<file path="src/pcs_pkg.sv">
/*
  constants, carriers and code tables of the 100 Mb/s coding path and its registers.
  assumes a 125 MHz system clock carrying one line bit per cycle on transmit.
*/
// Contract
// link pulse bit: reset one, zero forces link
// heartbeat bit: reset one, ignored in full duplex
// squelch bit: reset one normal, zero low
// jabber bit: reset one, acts 10M fdx/loopback
// polarity flag: read only, follows 10M receiver
// reserved bits read zero, written zero
// nibbles map to 5-bit groups by table
// frame starts with J then K groups
// transmit enable low appends T then R
// idle groups fill between frames
// option bypasses the 4B5B conversion
// scrambler key XORs the 5-bit group
// serializer shifts groups out bitwise
// serial stream is NRZI encoded
// MLT-3 splits into alternating two streams
// receive turns line bits into nibbles
// MLT-3 levels decode into NRZI
// recovered bit clock strobes line data
// NRZI decodes back to NRZ
// descrambler undoes scrambling before alignment
// alignment starts at J/K, fixed boundary
// J/K replaced by two preamble nibbles
// T/R never reaches the MII
// eleven-stage scrambler, descrambler locks on idle
// invalid or H group in frame flags error
package pcs_pkg;
  localparam logic [5:0] IDX_CTRL = 6'h10;
  localparam logic [5:0] IDX_STAT = 6'h11;
  localparam logic [5:0] IDX_TENBT = 6'h12;
  localparam int B_LP = 14;
  localparam int B_HB = 13;
  localparam int B_SQ = 12;
  localparam int B_JAB = 11;
  localparam logic [15:0] TENBT_RST = 16'h7800;
  localparam logic [15:0] TENBT_WMASK = 16'h7800;
  localparam int C_BP_CODE = 0;
  localparam int C_BP_SCR = 1;
  localparam int C_SPD10 = 2;
  localparam int C_FDX = 3;
  localparam int C_LOOP = 4;
  localparam logic [15:0] CTRL_RST = 16'h0000;
  localparam logic [15:0] CTRL_WMASK = 16'h001F;
  localparam logic [4:0] CG_J = 5'h18;
  localparam logic [4:0] CG_K = 5'h11;
  localparam logic [4:0] CG_T = 5'h0D;
  localparam logic [4:0] CG_R = 5'h07;
  localparam logic [4:0] CG_I = 5'h1F;
  localparam logic [3:0] NIB_PRE = 4'h5;
  localparam logic [2:0] GRP_LAST = 3'h4;
  localparam logic [10:0] SCR_SEED = 11'h7FF;
  localparam int LOCK_BITS = 30;
  localparam logic [4:0] ENC [16] = '{5'h1E, 5'h09, 5'h14, 5'h15, 5'h0A, 5'h0B, 5'h0E,
    5'h0F, 5'h12, 5'h13, 5'h16, 5'h17, 5'h1A, 5'h1B, 5'h1C, 5'h1D};
  typedef struct packed {logic en; logic er; logic [3:0] d;} mii_tx_t;
  typedef struct packed {logic dv; logic er; logic [3:0] d;} mii_rx_t;
  typedef struct packed {
    logic [7:0] address;
    logic read;
    logic write;
    logic [31:0] writedata;
  } av_req_t;
  typedef enum {TX_IDLE, TX_K, TX_DATA, TX_R} tx_state_t;

  // {valid, nibble}; valid low for control, error and invalid groups
  function automatic logic [4:0] dec5(input logic [4:0] g);
    dec5 = 5'h00;
    for (int i = 0; i < 16; i++) begin
      if (ENC[i] == g) dec5 = {1'b1, 4'(i)};
    end
  endfunction
endpackage

</file>
<file path="src/pcs_coding.sv">
/*
  100 Mb/s coding path: MII nibbles to MLT-3 streams and back, plus the
  10BASE-T configuration/status register on an Avalon-MM slave.
  assumes line inputs and the recovered bit clock arrive unsynchronised.
*/
`timescale 1ns/1ps
module pcs_coding #(
  parameter int LOCK_N = pcs_pkg::LOCK_BITS
) (
  input wire logic clk_sys,
  input wire logic reset,
  input wire pcs_pkg::av_req_t av,
  output logic [31:0] av_readdata,
  output logic av_waitrequest,
  input wire pcs_pkg::mii_tx_t tx_mii,
  output logic tx_take,
  output logic mlt_pos,
  output logic mlt_neg,
  input wire logic rx_line_pos,
  input wire logic rx_line_neg,
  input wire logic rx_bit_clk,
  input wire logic pol_rev_in,
  output pcs_pkg::mii_rx_t rx_mii,
  output logic rx_strobe,
  output logic link_pulse_enable,
  output logic force_good_link,
  output logic heartbeat_on,
  output logic squelch_low,
  output logic jabber_on
);
  import pcs_pkg::*;

  if (LOCK_N < 1 || LOCK_N > 63) begin : g_chk
    $error("LOCK_N out of range");
  end

  ////////////////////////////////////////////////////////////////////////
  // register slave
  logic ack_r;
  logic [15:0] ctrl_r;
  logic [15:0] tenbt_r;
  logic pol_flag_r;
  logic in_frame_r;
  logic lock_r;
  logic [31:0] rdata_r;
  logic [5:0] idx;
  logic req;
  logic bp_code;
  logic bp_scr;

  assign idx = av.address[7:2];
  assign req = av.read | av.write;
  assign av_waitrequest = req & ~ack_r;
  assign av_readdata = rdata_r;
  assign bp_code = ctrl_r[C_BP_CODE];
  assign bp_scr = ctrl_r[C_BP_SCR];

  always_ff @(posedge clk_sys) begin
    if (reset) ack_r <= 1'b0;
    else ack_r <= req & ~ack_r;
  end

  always_ff @(posedge clk_sys) begin
    if (reset) begin
      rdata_r <= 32'h0000_0000;
    end else if (av.read & ~ack_r) begin
      unique case (idx)
        IDX_CTRL: rdata_r <= {16'h0000, ctrl_r};
        IDX_STAT: rdata_r <= {30'h0000_0000, in_frame_r, lock_r};
        IDX_TENBT: rdata_r <= {16'h0000, tenbt_r | {15'h0000, pol_flag_r}};
        default: rdata_r <= 32'h0000_0000;
      endcase
    end
  end

  always_ff @(posedge clk_sys) begin
    if (reset) begin
      tenbt_r <= TENBT_RST;
      ctrl_r <= CTRL_RST;
    end else if (av.write & ack_r) begin
      if (idx == IDX_TENBT) tenbt_r <= av.writedata[15:0] & TENBT_WMASK;
      if (idx == IDX_CTRL) ctrl_r <= av.writedata[15:0] & CTRL_WMASK;
    end
  end

  always_ff @(posedge clk_sys) begin
    if (reset) begin
      link_pulse_enable <= 1'b0;
      force_good_link <= 1'b0;
      heartbeat_on <= 1'b0;
      squelch_low <= 1'b0;
      jabber_on <= 1'b0;
    end else begin
      link_pulse_enable <= tenbt_r[B_LP] & ctrl_r[C_SPD10];
      force_good_link <= ~tenbt_r[B_LP] & ctrl_r[C_SPD10];
      heartbeat_on <= tenbt_r[B_HB] & ~ctrl_r[C_FDX];
      squelch_low <= ~tenbt_r[B_SQ];
      jabber_on <= tenbt_r[B_JAB] & ctrl_r[C_SPD10] & (ctrl_r[C_FDX] | ctrl_r[C_LOOP]);
    end
  end

  ////////////////////////////////////////////////////////////////////////
  // transmit: encode, scramble, serialize, NRZI, MLT-3
  tx_state_t tx_st_r;
  tx_state_t tx_st_nxt;
  logic [2:0] cnt_r;
  logic [4:0] sh_r;
  logic [4:0] grp_c;
  logic [4:0] grp_last_r;
  logic [10:0] scr_r;
  logic [15:0] scr5;
  logic load;
  logic nrzi_tx_r;
  logic dir_r;

  // five key bits in send order and the advanced state
  function automatic logic [15:0] scr_step(input logic [10:0] s);
    logic [4:0] k;
    logic [10:0] t;
    k = 5'h00;
    t = s;
    for (int i = 4; i >= 0; i--) begin
      k[i] = t[10] ^ t[8];
      t = {t[9:0], k[i]};
    end
    scr_step = {k, t};
  endfunction

  assign load = (cnt_r == GRP_LAST);
  assign scr5 = scr_step(scr_r);

  always_comb begin
    tx_st_nxt = tx_st_r;
    tx_take = 1'b0;
    grp_c = CG_I;
    if (bp_code) begin
      tx_st_nxt = TX_IDLE;
      tx_take = load & tx_mii.en;
      if (tx_mii.en) grp_c = {tx_mii.er, tx_mii.d};
    end else begin
      unique case (tx_st_r)
        TX_IDLE: begin
          if (tx_mii.en) begin
            grp_c = CG_J;
            tx_take = load;
            tx_st_nxt = TX_K;
          end
        end
        TX_K: begin
          grp_c = CG_K;
          tx_take = load;
          tx_st_nxt = TX_DATA;
        end
        TX_DATA: begin
          if (tx_mii.en) begin
            grp_c = ENC[tx_mii.d];
            tx_take = load;
          end else begin
            grp_c = CG_T;
            tx_st_nxt = TX_R;
          end
        end
        TX_R: begin
          grp_c = CG_R;
          tx_st_nxt = TX_IDLE;
        end
      endcase
    end
  end

  always_ff @(posedge clk_sys) begin
    if (reset) begin
      cnt_r <= 3'h0;
      tx_st_r <= TX_IDLE;
      sh_r <= CG_I;
      grp_last_r <= CG_I;
      scr_r <= SCR_SEED;
    end else if (load) begin
      cnt_r <= 3'h0;
      tx_st_r <= tx_st_nxt;
      grp_last_r <= grp_c;
      scr_r <= scr5[10:0];
      sh_r <= bp_scr ? grp_c : grp_c ^ scr5[15:11];
    end else begin
      cnt_r <= cnt_r + 3'h1;
      sh_r <= {sh_r[3:0], 1'b0};
    end
  end

  always_ff @(posedge clk_sys) begin
    if (reset) begin
      nrzi_tx_r <= 1'b0;
      mlt_pos <= 1'b0;
      mlt_neg <= 1'b0;
      dir_r <= 1'b0;
    end else begin
      nrzi_tx_r <= nrzi_tx_r ^ sh_r[4];
      if (sh_r[4]) begin
        if (mlt_pos | mlt_neg) begin
          mlt_pos <= 1'b0;
          mlt_neg <= 1'b0;
        end else begin
          mlt_pos <= ~dir_r;
          mlt_neg <= dir_r;
          dir_r <= ~dir_r;
        end
      end
    end
  end

  ////////////////////////////////////////////////////////////////////////
  // receive front: {pol, bit clock, neg, pos} through three flops
  logic [3:0] s1_r;
  logic [3:0] s2_r;
  logic [3:0] s3_r;
  logic [3:0] st_r;
  logic stb;

  always_ff @(posedge clk_sys) begin
    if (reset) begin
      s1_r <= 4'h0;
      s2_r <= 4'h0;
      s3_r <= 4'h0;
      st_r <= 4'h0;
    end else begin
      s1_r <= {pol_rev_in, rx_bit_clk, rx_line_neg, rx_line_pos};
      s2_r <= s1_r;
      s3_r <= s2_r;
      st_r <= (s3_r & ~(s2_r ^ s3_r)) | (st_r & (s2_r ^ s3_r));
    end
  end

  assign stb = s2_r[2] & s3_r[2] & ~st_r[2];

  always_ff @(posedge clk_sys) begin
    if (reset) pol_flag_r <= 1'b0;
    else pol_flag_r <= st_r[3];
  end

  ////////////////////////////////////////////////////////////////////////
  // receive: MLT-3, NRZI, descramble, align, decode
  logic [1:0] lvl_r;
  logic nrzi_rx_r;
  logic nrzi_nxt;
  logic nrz;
  logic [10:0] ds_r;
  logic dkey;
  logic plain;
  logic [5:0] lock_cnt_r;
  logic [8:0] win_r;
  logic [9:0] win_c;
  logic [2:0] ph_r;
  logic pre2_r;
  logic [4:0] dec;

  assign nrzi_nxt = nrzi_rx_r ^ (st_r[1:0] != lvl_r);
  assign nrz = nrzi_nxt ^ nrzi_rx_r;
  assign dkey = ds_r[10] ^ ds_r[8];
  assign plain = bp_scr ? nrz : (lock_r ? nrz ^ dkey : 1'b1);
  assign win_c = {win_r, plain};
  assign dec = dec5(win_c[4:0]);

  always_ff @(posedge clk_sys) begin
    if (reset) begin
      lvl_r <= 2'h0;
      nrzi_rx_r <= 1'b0;
    end else if (stb) begin
      lvl_r <= st_r[1:0];
      nrzi_rx_r <= nrzi_nxt;
    end
  end

  always_ff @(posedge clk_sys) begin
    if (reset) begin
      ds_r <= 11'h000;
      lock_r <= 1'b0;
      lock_cnt_r <= 6'h00;
    end else if (stb) begin
      if (lock_r) begin
        ds_r <= {ds_r[9:0], dkey};
      end else begin
        ds_r <= {ds_r[9:0], ~nrz};
        if (~nrz != dkey) lock_cnt_r <= 6'h00;
        else if (lock_cnt_r == 6'(LOCK_N - 1)) lock_r <= 1'b1;
        else lock_cnt_r <= lock_cnt_r + 6'h01;
      end
    end
  end

  always_ff @(posedge clk_sys) begin
    if (reset) begin
      win_r <= 9'h1FF;
      ph_r <= 3'h0;
      in_frame_r <= 1'b0;
      pre2_r <= 1'b0;
      rx_mii <= '0;
      rx_strobe <= 1'b0;
    end else begin
      rx_strobe <= 1'b0;
      if (stb) begin
        win_r <= win_c[8:0];
        ph_r <= (ph_r == GRP_LAST) ? 3'h0 : ph_r + 3'h1;
        pre2_r <= 1'b0;
        if (pre2_r) begin
          rx_strobe <= 1'b1;
        end
        if (bp_code) begin
          if (ph_r == GRP_LAST) begin
            rx_mii <= '{dv: 1'b1, er: win_c[4], d: win_c[3:0]};
            rx_strobe <= 1'b1;
          end
        end else if (~in_frame_r) begin
          if (win_c == {CG_J, CG_K}) begin
            in_frame_r <= 1'b1;
            ph_r <= 3'h0;
            pre2_r <= 1'b1;
            rx_mii <= '{dv: 1'b1, er: 1'b0, d: NIB_PRE};
            rx_strobe <= 1'b1;
          end
        end else if (ph_r == GRP_LAST) begin
          if (win_c[4:0] == CG_T || win_c[4:0] == CG_I) begin
            in_frame_r <= 1'b0;
            rx_mii <= '0;
          end else begin
            rx_mii <= '{dv: 1'b1, er: ~dec[4], d: dec[3:0]};
            rx_strobe <= 1'b1;
          end
        end
      end
    end
  end

  ////////////////////////////////////////////////////////////////////////
  // checks
  AST_LP: assert property (@(posedge clk_sys) disable iff (reset)
    ctrl_r[C_SPD10] && !tenbt_r[B_LP] |-> ##1 force_good_link && !link_pulse_enable)
    else $error("link pulse bit not forcing good link");

  AST_HB: assert property (@(posedge clk_sys) disable iff (reset)
    ctrl_r[C_FDX] ##1 ctrl_r[C_FDX] |-> !heartbeat_on)
    else $error("heartbeat active in full duplex");

  AST_RESV: assert property (@(posedge clk_sys) disable iff (reset)
    av.read && !ack_r && idx == IDX_TENBT |=> rdata_r[31:15] == 17'h00000
      && rdata_r[10:1] == 10'h000)
    else $error("reserved bits read non-zero");

  AST_TX_JK: assert property (@(posedge clk_sys) disable iff (reset)
    load && !bp_code && tx_st_r == TX_IDLE && tx_mii.en
      |=> grp_last_r == CG_J ##5 grp_last_r == CG_K)
    else $error("start delimiter wrong");

  AST_TX_TR: assert property (@(posedge clk_sys) disable iff (reset)
    load && !bp_code && tx_st_r == TX_DATA && !tx_mii.en
      |=> grp_last_r == CG_T ##5 grp_last_r == CG_R)
    else $error("end delimiter wrong");

  AST_TX_IDLE: assert property (@(posedge clk_sys) disable iff (reset)
    load && !bp_code && tx_st_r == TX_R ##5 !tx_mii.en |=> grp_last_r == CG_I)
    else $error("idle not sent after end delimiter");

  AST_SCR: assert property (@(posedge clk_sys) disable iff (reset)
    load && !bp_scr |=> sh_r == (grp_last_r ^ $past(scr5[15:11])))
    else $error("scrambled group mismatch");

  AST_MLT: assert property (@(posedge clk_sys) disable iff (reset)
    !(mlt_pos && mlt_neg) and ($changed(nrzi_tx_r) |-> $changed({mlt_pos, mlt_neg})))
    else $error("mlt-3 streams wrong");

  AST_PRE: assert property (@(posedge clk_sys) disable iff (reset)
    ($rose(in_frame_r) && !bp_code |-> rx_strobe && rx_mii.d == NIB_PRE && pre2_r)
      and (pre2_r && stb |=> rx_strobe && rx_mii.dv && rx_mii.d == NIB_PRE))
    else $error("preamble nibbles missing");
endmodule

</file>
<file path="config.mk">
export PLATFORM = sky130hd
export DESIGN_NAME = pcs_coding
export DESIGN_NICKNAME = d
export VERILOG_FILES = /design/src/pcs_pkg.sv /design/src/pcs_coding.sv
export SDC_FILE = /design/constraint.sdc
export NUM_CORES = 1
export LEC_CHECK = 0
export BUFFER_PORTS_ARGS = -buffer_cell sky130_fd_sc_hd__buf_2
export CAP_MARGIN = 5
export CORE_UTILIZATION = 28
export DETAILED_ROUTE_END_ITERATION = 10
export HOLD_SLACK_MARGIN = 0.15
export MAX_ROUTING_LAYER = met4
export PLACE_DENSITY = 0.43
export REMOVE_ABC_BUFFERS = 1
export SETUP_SLACK_MARGIN = 0.1
export SLEW_MARGIN = 20
export SYNTH_ARGS = -nofsm -noshare
export SYNTH_HDL_FRONTEND = slang
export SYNTH_SLANG_ARGS = --single-unit
</file>
<file path="constraint.sdc">
create_clock -name clk_sys -period 2.9 [get_ports clk_sys]
set_clock_uncertainty 0.2 [all_clocks]
set_input_delay 0.725 -clock clk_sys [delete_from_list [all_inputs] [get_ports clk_sys]]
set_output_delay 0.725 -clock clk_sys [all_outputs]
set_load 0.01 [all_outputs]
</file>
==> results of run 1 <==
power by group through the flow:
stage               sequential [µW]  combinational (µW)  clock [µW]
floorplan                      1540                 101           0
global placement               1540                 179           0
detailed placement             1540                 183           0
CTS                            1510                 183        1470
global route                   1510                 204        1530
finish                         1510                 182        1420
repair_timing:
item,CTS,global route
setup endpoints to repair,0,1
resized for setup,0,1
setup buffers,0,0
critical path: stages (launching register included):
cell and delay [ps]:
dfxtp_1 410, inv_1 90, ha_1 280, nor2_1 140
nor2_1 60, o21ai_0 160, a21oi_1 80, buf_2 140
cells by family after synthesis:
group           Yosys count  synth area share
compound gates          103            0.1395
xor+xnor                 22           0.04046
fa+ha+maj                11           0.02890
buf+inv                  72           0.07908
flops                   106            0.4456
mux                      13           0.02759
other cells               1         0.0007875
simple gates            237            0.2380
per-layer routing:
metal | up-vias | wire [µm] | global-route usage
met5 | - | 0 | -
met4 | 0 | 148 | 0.03640
met3 | 7 | 425 | 0.03716
met2 | 85 | 4727 | 0.2006
met1 | 1771 | 5320 | 0.1690
li1 | 1965 | - | -
registers in the layout (all words and copies together) (netlist names), 3 cells and up, named ones only:
name,flops
rx_mii,6
s2_r,4
tenbt_r,4
s3_r,4
sh_r,5
ph_r,3
ctrl_r,5
ds_r,11
av_readdata,9
scr_r,11
cnt_r,3
win_r,9
s1_r,4
lock_cnt_r,6
final timing paths:
kind	from	to	slack [ps]	depth (start not counted)
setup / recovery	tx_st_r[0]$_SDFFE_PP0P_	tx_take	270	7
hold / removal	s1_r[3]$_SDFF_PP0_	s2_r[3]$_SDFF_PP0_	240	1
setup reg to reg	ctrl_r[0]$_SDFFE_PP0P_	rx_mii[0]$_SDFFE_PP0P_	460	6
hold reg to reg	s1_r[3]$_SDFF_PP0_	s2_r[3]$_SDFF_PP0_	240	1
layout by cell type (no fill, tap or decap), types with 6 or more instances in the layout:
master | Yosys | final
dfxtp_1 | 106 | 106
conb_1 | 1 | 23
nor2b_1 | 19 | 19
mux2i_1 | 12 | 12
nor3_1 | 10 | 10
nand2_1 | 85 | 85
xor2_1 | 12 | 12
o211ai_1 | 8 | 8
a21oi_1 | 35 | 35
o21ai_0 | 23 | 23
xnor2_1 | 10 | 10
a22oi_1 | 7 | 7
ha_1 | 11 | 10
clkbuf_16 | 0 | 9
buf_2 | 1 | 53
nand3_1 | 26 | 26
inv_1 | 16 | 16
nor2_1 | 53 | 53
buf_4 | 24 | 11
and2_1 | 6 | 6
layout make-up:
| class | instances | area share |
|---|---|---|
| Multi-Input combinational cell | 409 | 0.4266 |
| Sequential cell | 106 | 0.3855 |
| Timing Repair Buffer | 64 | 0.06318 |
| Tap cell | 220 | 0.05000 |
| Clock buffer | 10 | 0.04341 |
| Clock inverter | 6 | 0.02045 |
| Inverter | 16 | 0.01091 |
per-stage QoR:
step	cells	hold WS, ps	utilization
after global routing	831	262.9	0.3320
after detailed placement	815	230.4	0.3106
after floorplan	531	209.1	-
after global placement	815	225.0	0.3106
final	831	238.6	0.3320
after CTS	831	246.8	0.3318
==> flow_summary.json, run 1 <==
{
  "finalSetupTns_ps": 0,
  "seqPwrFrac": 0.485,
  "yosys_register_bits": 106,
  "wl_per_cell_um": 12.78,
  "hpwlAfterDp_um": 7345,
  "diodes": 0,
  "p_per_area_nw_per_um2": 564.0,
  "leakage_uw": 0.002269,
  "cts-htree-levels": 3,
  "required_ps": 1980,
  "netlist_top_cells_count": "dfxtp_1, nand2_1, nor2_1",
  "power.internal_uw": 2427,
  "fp-row-count": 47,
  "ys.flop_type": "dfxtp_1",
  "p_clk_frac": 0.456,
  "cts.clk_slew.worst_paths_ps": 70,
  "maxSlewHeadroom": 0.6006,
  "cp_max_fo": 6,
  "cp-start-kind": "flip-flop",
  "synth_area_leaders": "dfxtp_1, nand2_1, nor2_1, buf_4, a21oi_1",
  "die_x_um": 132.4,
  "die-area_um2": 17530,
  "coreArea_um2": 16580,
  "period_minus_slack_ps": 2634,
  "numCtsBuffers": 9,
  "p_comb_frac": 0.059,
  "netlist_instances": 565,
  "clk_latency_ps": 350,
  "rsz0062_at_grt": "no",
  "ios": 102,
  "syn_area_per_cell_um2": 8.428,
  "path_class": "flip-flop to output pin",
  "seq_area_frac_synth": 0.4456,
  "synth.most_common_cell": "dfxtp_1",
  "drc_errors": 0,
  "yosysTopAreaCell": "dfxtp_1",
  "power_uw": 3105,
  "ctsHoldBuffers": 0,
  "netlist_area_um2": 4762,
  "ir_drop_uv": 307.7,
  "ys_types": 57,
  "yosys_warnings": 0,
  "finalWirelength_um": 10620,
  "seq_area_um2": 2122,
  "detail-route-antenna-nets": 0,
  "area_growth_pct": 15.61,
  "synthArstFlopShare": 0,
  "fp.dieH_um": 132.4,
  "viasPerCell": 4.606,
  "switchingPower_uw": 677.8,
  "multi_input_area_um2": 2349,
  "grt_pass1_wl_um": 18020,
  "routabilityCongestion": 0.8447,
  "cp.arrival_ps": 1710,
  "fill_cells": 1774,
  "pre_cts_slack_ps": 89.91,
  "vias": 3828,
  "drtPass1Iterations": 4,
  "period_share": 0.9084,
  "final.setup.worst_slack_ps": 265.7,
  "grt_usage": 0.1314,
  "drive_gt1_frac": 0.1506,
  "fmax_ghz": 0.3796,
  "finalNetCount": 671,
  "drt_iter0_drc": 221,
  "finalSetupViolations": 0,
  "slew_viol_final": 0,
  "finalHoldViolCount": 0,
  "p_sw_frac": 0.2183,
  "grt_pass1_vias": 3589,
  "cts_sinks": 106,
  "status": "finished, final reports clean",
  "yosysTopAreaCellShare": 0.4456,
  "final_area_um2": 5505,
  "clk_path_buf_depth": 2,
  "end_kind": "output pin",
  "cts_root_buf": "clkbuf_16",
  "max_cap_viol_count": 0,
  "grt_max_degree": 55,
  "min_path_type": "flip-flop to flip-flop",
  "synth-edff-count": 0,
  "antenna_found_initial": 0,
  "io_buffers": 53,
  "placed_area_um2": 5151,
  "cts_tree": "done",
  "grt_overflow": 0,
  "initial_core_util": 0.2872,
  "worst_slew_pin_slew_ps": 599.1
}
(Power assumes the default switching activity.)
==> inputs of run 2 (changes only) <==
--- a/config.mk
+++ b/config.mk
@@ -5,13 +5,15 @@
 export SDC_FILE = /design/constraint.sdc
 export NUM_CORES = 1
 export LEC_CHECK = 0
-export BUFFER_PORTS_ARGS = -buffer_cell sky130_fd_sc_hd__buf_2
 export CAP_MARGIN = 5
+export CORE_MARGIN = 5
 export CORE_UTILIZATION = 28
 export DETAILED_ROUTE_END_ITERATION = 10
+export DONT_BUFFER_PORTS = 1
 export HOLD_SLACK_MARGIN = 0.15
 export MAX_ROUTING_LAYER = met4
-export PLACE_DENSITY = 0.43
+export PLACE_DENSITY = 0.37
+export RECOVER_POWER = 100
 export REMOVE_ABC_BUFFERS = 1
 export SETUP_SLACK_MARGIN = 0.1
 export SLEW_MARGIN = 20
==> run 2 against run 1 <==
Largest power group unchanged; core utilization down 2.2 points; clock-buffer cell count up 2; critical path depth down 2; the flow now finishes with violations (max-capacitance violations, max-slew violations); first-iteration DRC count down 8.1%; routed wire length up 2.3%; clock power down 17%; sequential power about the same; cell count down 6.3%; non-clock buffer count down 52; register-to-register slack about the same.
==> flow_summary.json, run 2 (synthesized netlist as in run 1, its figures left out) <==
{
  "status": "complete, but fails checks",
  "violations": "max-capacitance violations, max-slew violations",
  "fin_util": 0.3095,
  "final.setup.worst_slack_ps": 259.5,
  "wl_per_cell_um": 13.94,
  "grt_pass1_vias": 3433,
  "timing.rr.start": "s2_r[2]$_SDFF_PP0_",
  "cts-htree-levels": 3,
  "hpwlAfterDp_um": 7398,
  "instances_no_fill": 779,
  "cp.arrival_ps": 2690,
  "cts_tree": "done",
  "cts.clk_slew.worst_paths_ps": 70,
  "final_common_cell": "dfxtp_1",
  "coreArea_um2": 16640,
  "cp-start-kind": "input port",
  "fp.dieH_um": 140.4,
  "maxSlewHeadroom": -0.08058,
  "r2r_end": "lock_cnt_r[1]$_SDFFE_PP0P_",
  "worst_slew_pin_slew_ps": 1621,
  "grt_overflow": 0,
  "vias": 3627,
  "detail-route-antenna-nets": 0,
  "cp_max_fo": 72,
  "initial_core_util": 0.2861,
  "area_growth_pct": 8.171,
  "finalSetupViolations": 0,
  "fp-row-count": 47,
  "finalWirelength_um": 10860,
  "ios": 102,
  "viasPerCell": 4.656,
  "mostFrequentLayoutCells": "dfxtp_1, nand2_1, nor2_1",
  "holdCritStartpoint": "s1_r[1]$_SDFF_PP0_",
  "pre_cts_slack_ps": 317.4,
  "crit_top_cell": "clkbuf_1",
  "finalHoldViolCount": 0,
  "max_stage_delay_ps": 1160,
  "drt_iter0_drc": 203,
  "cts_root_buf": "clkbuf_16",
  "timing.hold.ws_ps": 240.5,
  "hold_end": "s2_r[1]$_SDFF_PP0_",
  "io_buffers": 0,
  "finalSetupTns_ps": 0,
  "seq_area_um2": 2122,
  "period_minus_slack_ps": 2640,
  "slew_viol_final": 34,
  "p_per_area_nw_per_um2": 547.4,
  "rsz0062_at_grt": "no",
  "fill_cells": 1776,
  "drc_errors": 0,
  "grt_usage": 0.1147,
  "hold_depth": 1,
  "crit_chain": "inv_1 -> clkbuf_1 -> o41ai_1 -> clkbuf_1 -> a311oi_1",
  "antenna_found_initial": 0,
  "cts_sinks": 106,
  "cp_slowest_cell": "clkbuf_1",
  "cts_setup_buffers": 0,
  "die-area_um2": 19720,
  "required_ps": 2950,
  "path_class": "input port to flip-flop",
  "drtPass1Iterations": 4,
  "clk_path_buf_depth": 2,
  "grt_pass1_wl_um": 17880,
  "leakage_uw": 0.001976,
  "min_path_type": "flip-flop to flip-flop",
  "numCtsBuffers": 9,
  "period_share": 0.9105,
  "routabilityCongestion": 0.7925,
  "fmax_ghz": 0.3787,
  "reg2reg_slack_ps": 460,
  "finalNetCount": 619,
  "max_cap_viol_count": 1,
  "r2r_cells": 6,
  "ir_drop_uv": 279.3,
  "die_x_um": 140.4,
  "grt_max_degree": 73,
  "diodes": 0,
  "end_kind": "flip-flop",
  "largestRegisters": "ds_r: 11 flops, scr_r: 11 flops",
  "dp.cells": 763,
  "clk_latency_ps": 350,
  "drive_gt1_frac": 0.05725,
  "multi_input_area_um2": 2340
}
==> run 2: critical path, delay by kind of cell <==
| family | cells | cell delay [ps] |
|---|---|---|
| buffers and inverters | 3 | 1450 |
| AOI/OAI and AO/OA | 2 | 480 |
==> run 2: cell type report <==
| class | instances | area share |
|---|---|---|
| repair buffers | 12 | 0.01385 |
| clock inverters | 4 | 0.005101 |
| inverters | 16 | 0.01166 |
| well taps | 220 | 0.05344 |
| clock buffers | 12 | 0.04979 |
| flip-flops and latches | 106 | 0.4120 |
| multi-input cells | 409 | 0.4542 |
==> run 2: worst max path at each step <==
stage               slack [ps]                    endpoint                    start  cells past startpoint
floorplan                  550    tenbt_r[11]$_SDFFE_PP1P_                   av[39]                      6
global placement           360      ctrl_r[2]$_SDFFE_PP0P_                   av[39]                      6
detailed placement         320      ctrl_r[1]$_SDFFE_PP0P_                   av[39]                      6
CTS                        190                     tx_take  tx_st_r[1]$_SDFFE_PP0P_                      6
global route               130  lock_cnt_r[1]$_SDFFE_PP0P_                    reset                      5
finish                     260  lock_cnt_r[1]$_SDFFE_PP0P_                    reset                      5
==> run 2: power breakdown <==
group / internal (µW) / switching [µW] / total [µW]
clock: 629 / 552 / 1180
combinational: 48.3 / 78.9 / 127
sequential: 1490 / 23.7 / 1510
==> run 2: routing by layer <==
metal	part of all wire	global-route usage	vias up
li1	-	-	1863
met1	0.52	0.1617	1659
met2	0.41	0.1555	91
met3	0.064	0.03204	14
met4	0.015	0.04131	0
met5	0	-	-
==> run 2: what timing repair did <==
action / in CTS / in global routing
hold buffers: 0 / 0
setup endpoints to repair: 0 / 1
gates resized for setup: 0 / 1
hold endpoints to repair: 0 / 0
==> run 2: through the flow <==
| step | total power (µW) | area, µm² |
|---|---|---|
| floorplan | 1641 | 4528 |
| global placement | 1671 | 4893 |
| detailed placement | 1674 | 4893 |
| CTS | 2875 | 5176 |
| global route | 2948 | 5151 |
| finish | 2820 | 5151 |
==> inputs of run 3 (changes only) <==
==> constraint.sdc (replaced) <==
create_clock -name clk_sys -period 2.9 [get_ports clk_sys]
set_clock_uncertainty 0.2 [all_clocks]
set_input_delay 0.29 -clock clk_sys [delete_from_list [all_inputs] [get_ports clk_sys]]
set_output_delay 0.29 -clock clk_sys [all_outputs]
set_load 0.01 [all_outputs]
==> run 3 against run 2 <==
Sequential share of layout area is 2.0 points lower; flip-flop and latch count stayed put; cell count is 3.2% higher; worst hold slack worse by 99 ps; first-iteration DRC count is 14% higher; routed wire length is 2.1% higher; maximum frequency is 7.8% higher; clock-buffer cell count is 1 lower; non-clock buffer count is 25 higher; global-route usage is 0.38 points higher; critical endpoint is now ctrl_r[2]$_SDFFE_PP0P_; power is 1.3% higher; core utilization is 1.6 points higher; the run now ends clean.
==> flow_summary.json, run 3 (synthesized netlist as in run 1, its figures left out) <==
{
  "finalWirelength_um": 11090,
  "io_buffers": 0,
  "cts_resized": 0,
  "min_path_type": "input port to flip-flop",
  "clk_path_buf_depth": 2,
  "initial_core_util": 0.2861,
  "required_ps": 2940,
  "worst_slew_pin_slew_ps": 830.4,
  "fmax_ghz": 0.4084,
  "fill_cells": 1751,
  "finalSetupTns_ps": 0,
  "end_kind": "flip-flop",
  "die_x_um": 140.4,
  "numCtsBuffers": 9,
  "grt_pass1_wl_um": 18460,
  "finalHoldViolCount": 0,
  "placed_area_um2": 4878,
  "antenna_found_initial": 0,
  "cts.clk_slew.worst_paths_ps": 70,
  "routabilityCongestion": 0.7857,
  "largestRegisters": "ds_r: 11 flops, scr_r: 11 flops",
  "final_area_um2": 5415,
  "cts_root_buf": "clkbuf_16",
  "mostFrequentLayoutCells": "dfxtp_1, nand2_1, nor2_1",
  "hpwlAfterDp_um": 7287,
  "max_cap_viol_count": 0,
  "grt_max_degree": 73,
  "grt_usage": 0.1185,
  "cp_max_fo": 5,
  "ir_drop_uv": 264.2,
  "grt_overflow": 0,
  "hold_depth": 4,
  "cts_sinks": 106,
  "status": "finished, final reports clean",
  "dp.cells": 761,
  "cp-start-kind": "input port",
  "drt_iter0_drc": 231,
  "leakage_uw": 0.002082,
  "cts_tree": "done",
  "timing.hold.ws_ps": 142.0,
  "final_common_cell": "dfxtp_1",
  "instances_no_fill": 804,
  "area_growth_pct": 13.72,
  "period_minus_slack_ps": 2448,
  "drtPass1Iterations": 4,
  "rsz0062_at_grt": "no",
  "r2r_end": "rx_mii[0]$_SDFFE_PP0P_",
  "clk_latency_ps": 350,
  "ios": 102,
  "maxSlewHeadroom": 0.4464,
  "die-area_um2": 19720,
  "p_per_area_nw_per_um2": 527.7,
  "r2r_cells": 6,
  "grt_pass1_vias": 3607,
  "wl_per_cell_um": 13.79,
  "fp-row-count": 47,
  "finalSetupViolations": 0,
  "period_share": 0.8442,
  "cts_setup_buffers": 0,
  "vias": 3786,
  "path_class": "input port to flip-flop",
  "power_uw": 2858,
  "finalNetCount": 644,
  "reg2reg_slack_ps": 460,
  "viasPerCell": 4.709,
  "cts-htree-levels": 3,
  "cp.arrival_ps": 2490,
  "crit_path_start": "av[39]",
  "endpoint": "ctrl_r[2]$_SDFFE_PP0P_",
  "detail-route-antenna-nets": 0,
  "drive_gt1_frac": 0.05137,
  "coreArea_um2": 16640,
  "slew_viol_final": 0,
  "drc_errors": 0,
  "fp.dieH_um": 140.4,
  "diodes": 0
}
run 3: cell types whose count changed in the layout (fill, tap and decap cells not counted), moves of 2 or more:
cell and change:
clkinvlp_4 +3, clkinv_2 -2, buf_4 -2, dlygate4sd3_1 +26
run 3: how the worst min path moves through the flow:
stage          startpoint                  endpoint  slack [ps]
6_report           av[32]  tenbt_r[11]$_SDFFE_PP1P_         140
5_1_grt            av[32]  tenbt_r[11]$_SDFFE_PP1P_         200
4_1_cts            av[32]    ctrl_r[4]$_SDFFE_PP0P_         150
3_5_place_dp        reset        s1_r[1]$_SDFF_PP0_         170
3_3_place_gp        reset                 flip-flop         170
2_1_floorplan       reset    squelch_low$_SDFF_PP0_         160
run 3: area by class of cell:
class | count | area [µm²] | area share
Clock buffer | 11 | 242.7 | 0.04482
Clock inverter | 5 | 38.79 | 0.007163
Inverter | 16 | 60.06 | 0.01109
Multi-Input combinational cell | 409 | 2331 | 0.4305
Sequential cell | 106 | 2122 | 0.3919
Tap cell | 220 | 275.3 | 0.05083
Timing Repair Buffer | 37 | 345.3 | 0.06377
run 3: report_power, final:
part           switching (µW)  total, µW  internal (µW)
logic                     103        176           72.5
clock network             560       1170            610
registers                24.3       1510           1490
run 3: timing repair:
action,4_1_cts,5_1_grt
endpoints found under the hold margin,82,0
endpoints found under the setup margin,0,0
hold buffers,27,0
run 3: through the flow:
stage / util / setup WS [ps]
4_1_cts: 0.3273 / 527.7
2_1_floorplan: - / 725.2
6_report: 0.3254 / 451.7
3_3_place_gp: 0.2931 / 542.5
5_1_grt: 0.3254 / 226.2
3_5_place_dp: 0.2931 / 532.5
run 3: routing by layer:
metal,up-vias,part of all wire,global-route usage
met5,-,0,-
met2,84,0.42,0.1711
li1,1919,-,-
met3,13,0.058,0.03102
met1,1770,0.51,0.1570
met4,0,0.018,0.04895
run 3: critical path: stages:
cell	delay (ps)
nor4b_1	400
nor2b_1	260
nand3_1	120
nor2_1	580
mux2i_1	250
dlygate4sd3_1	560
nor2_1	40
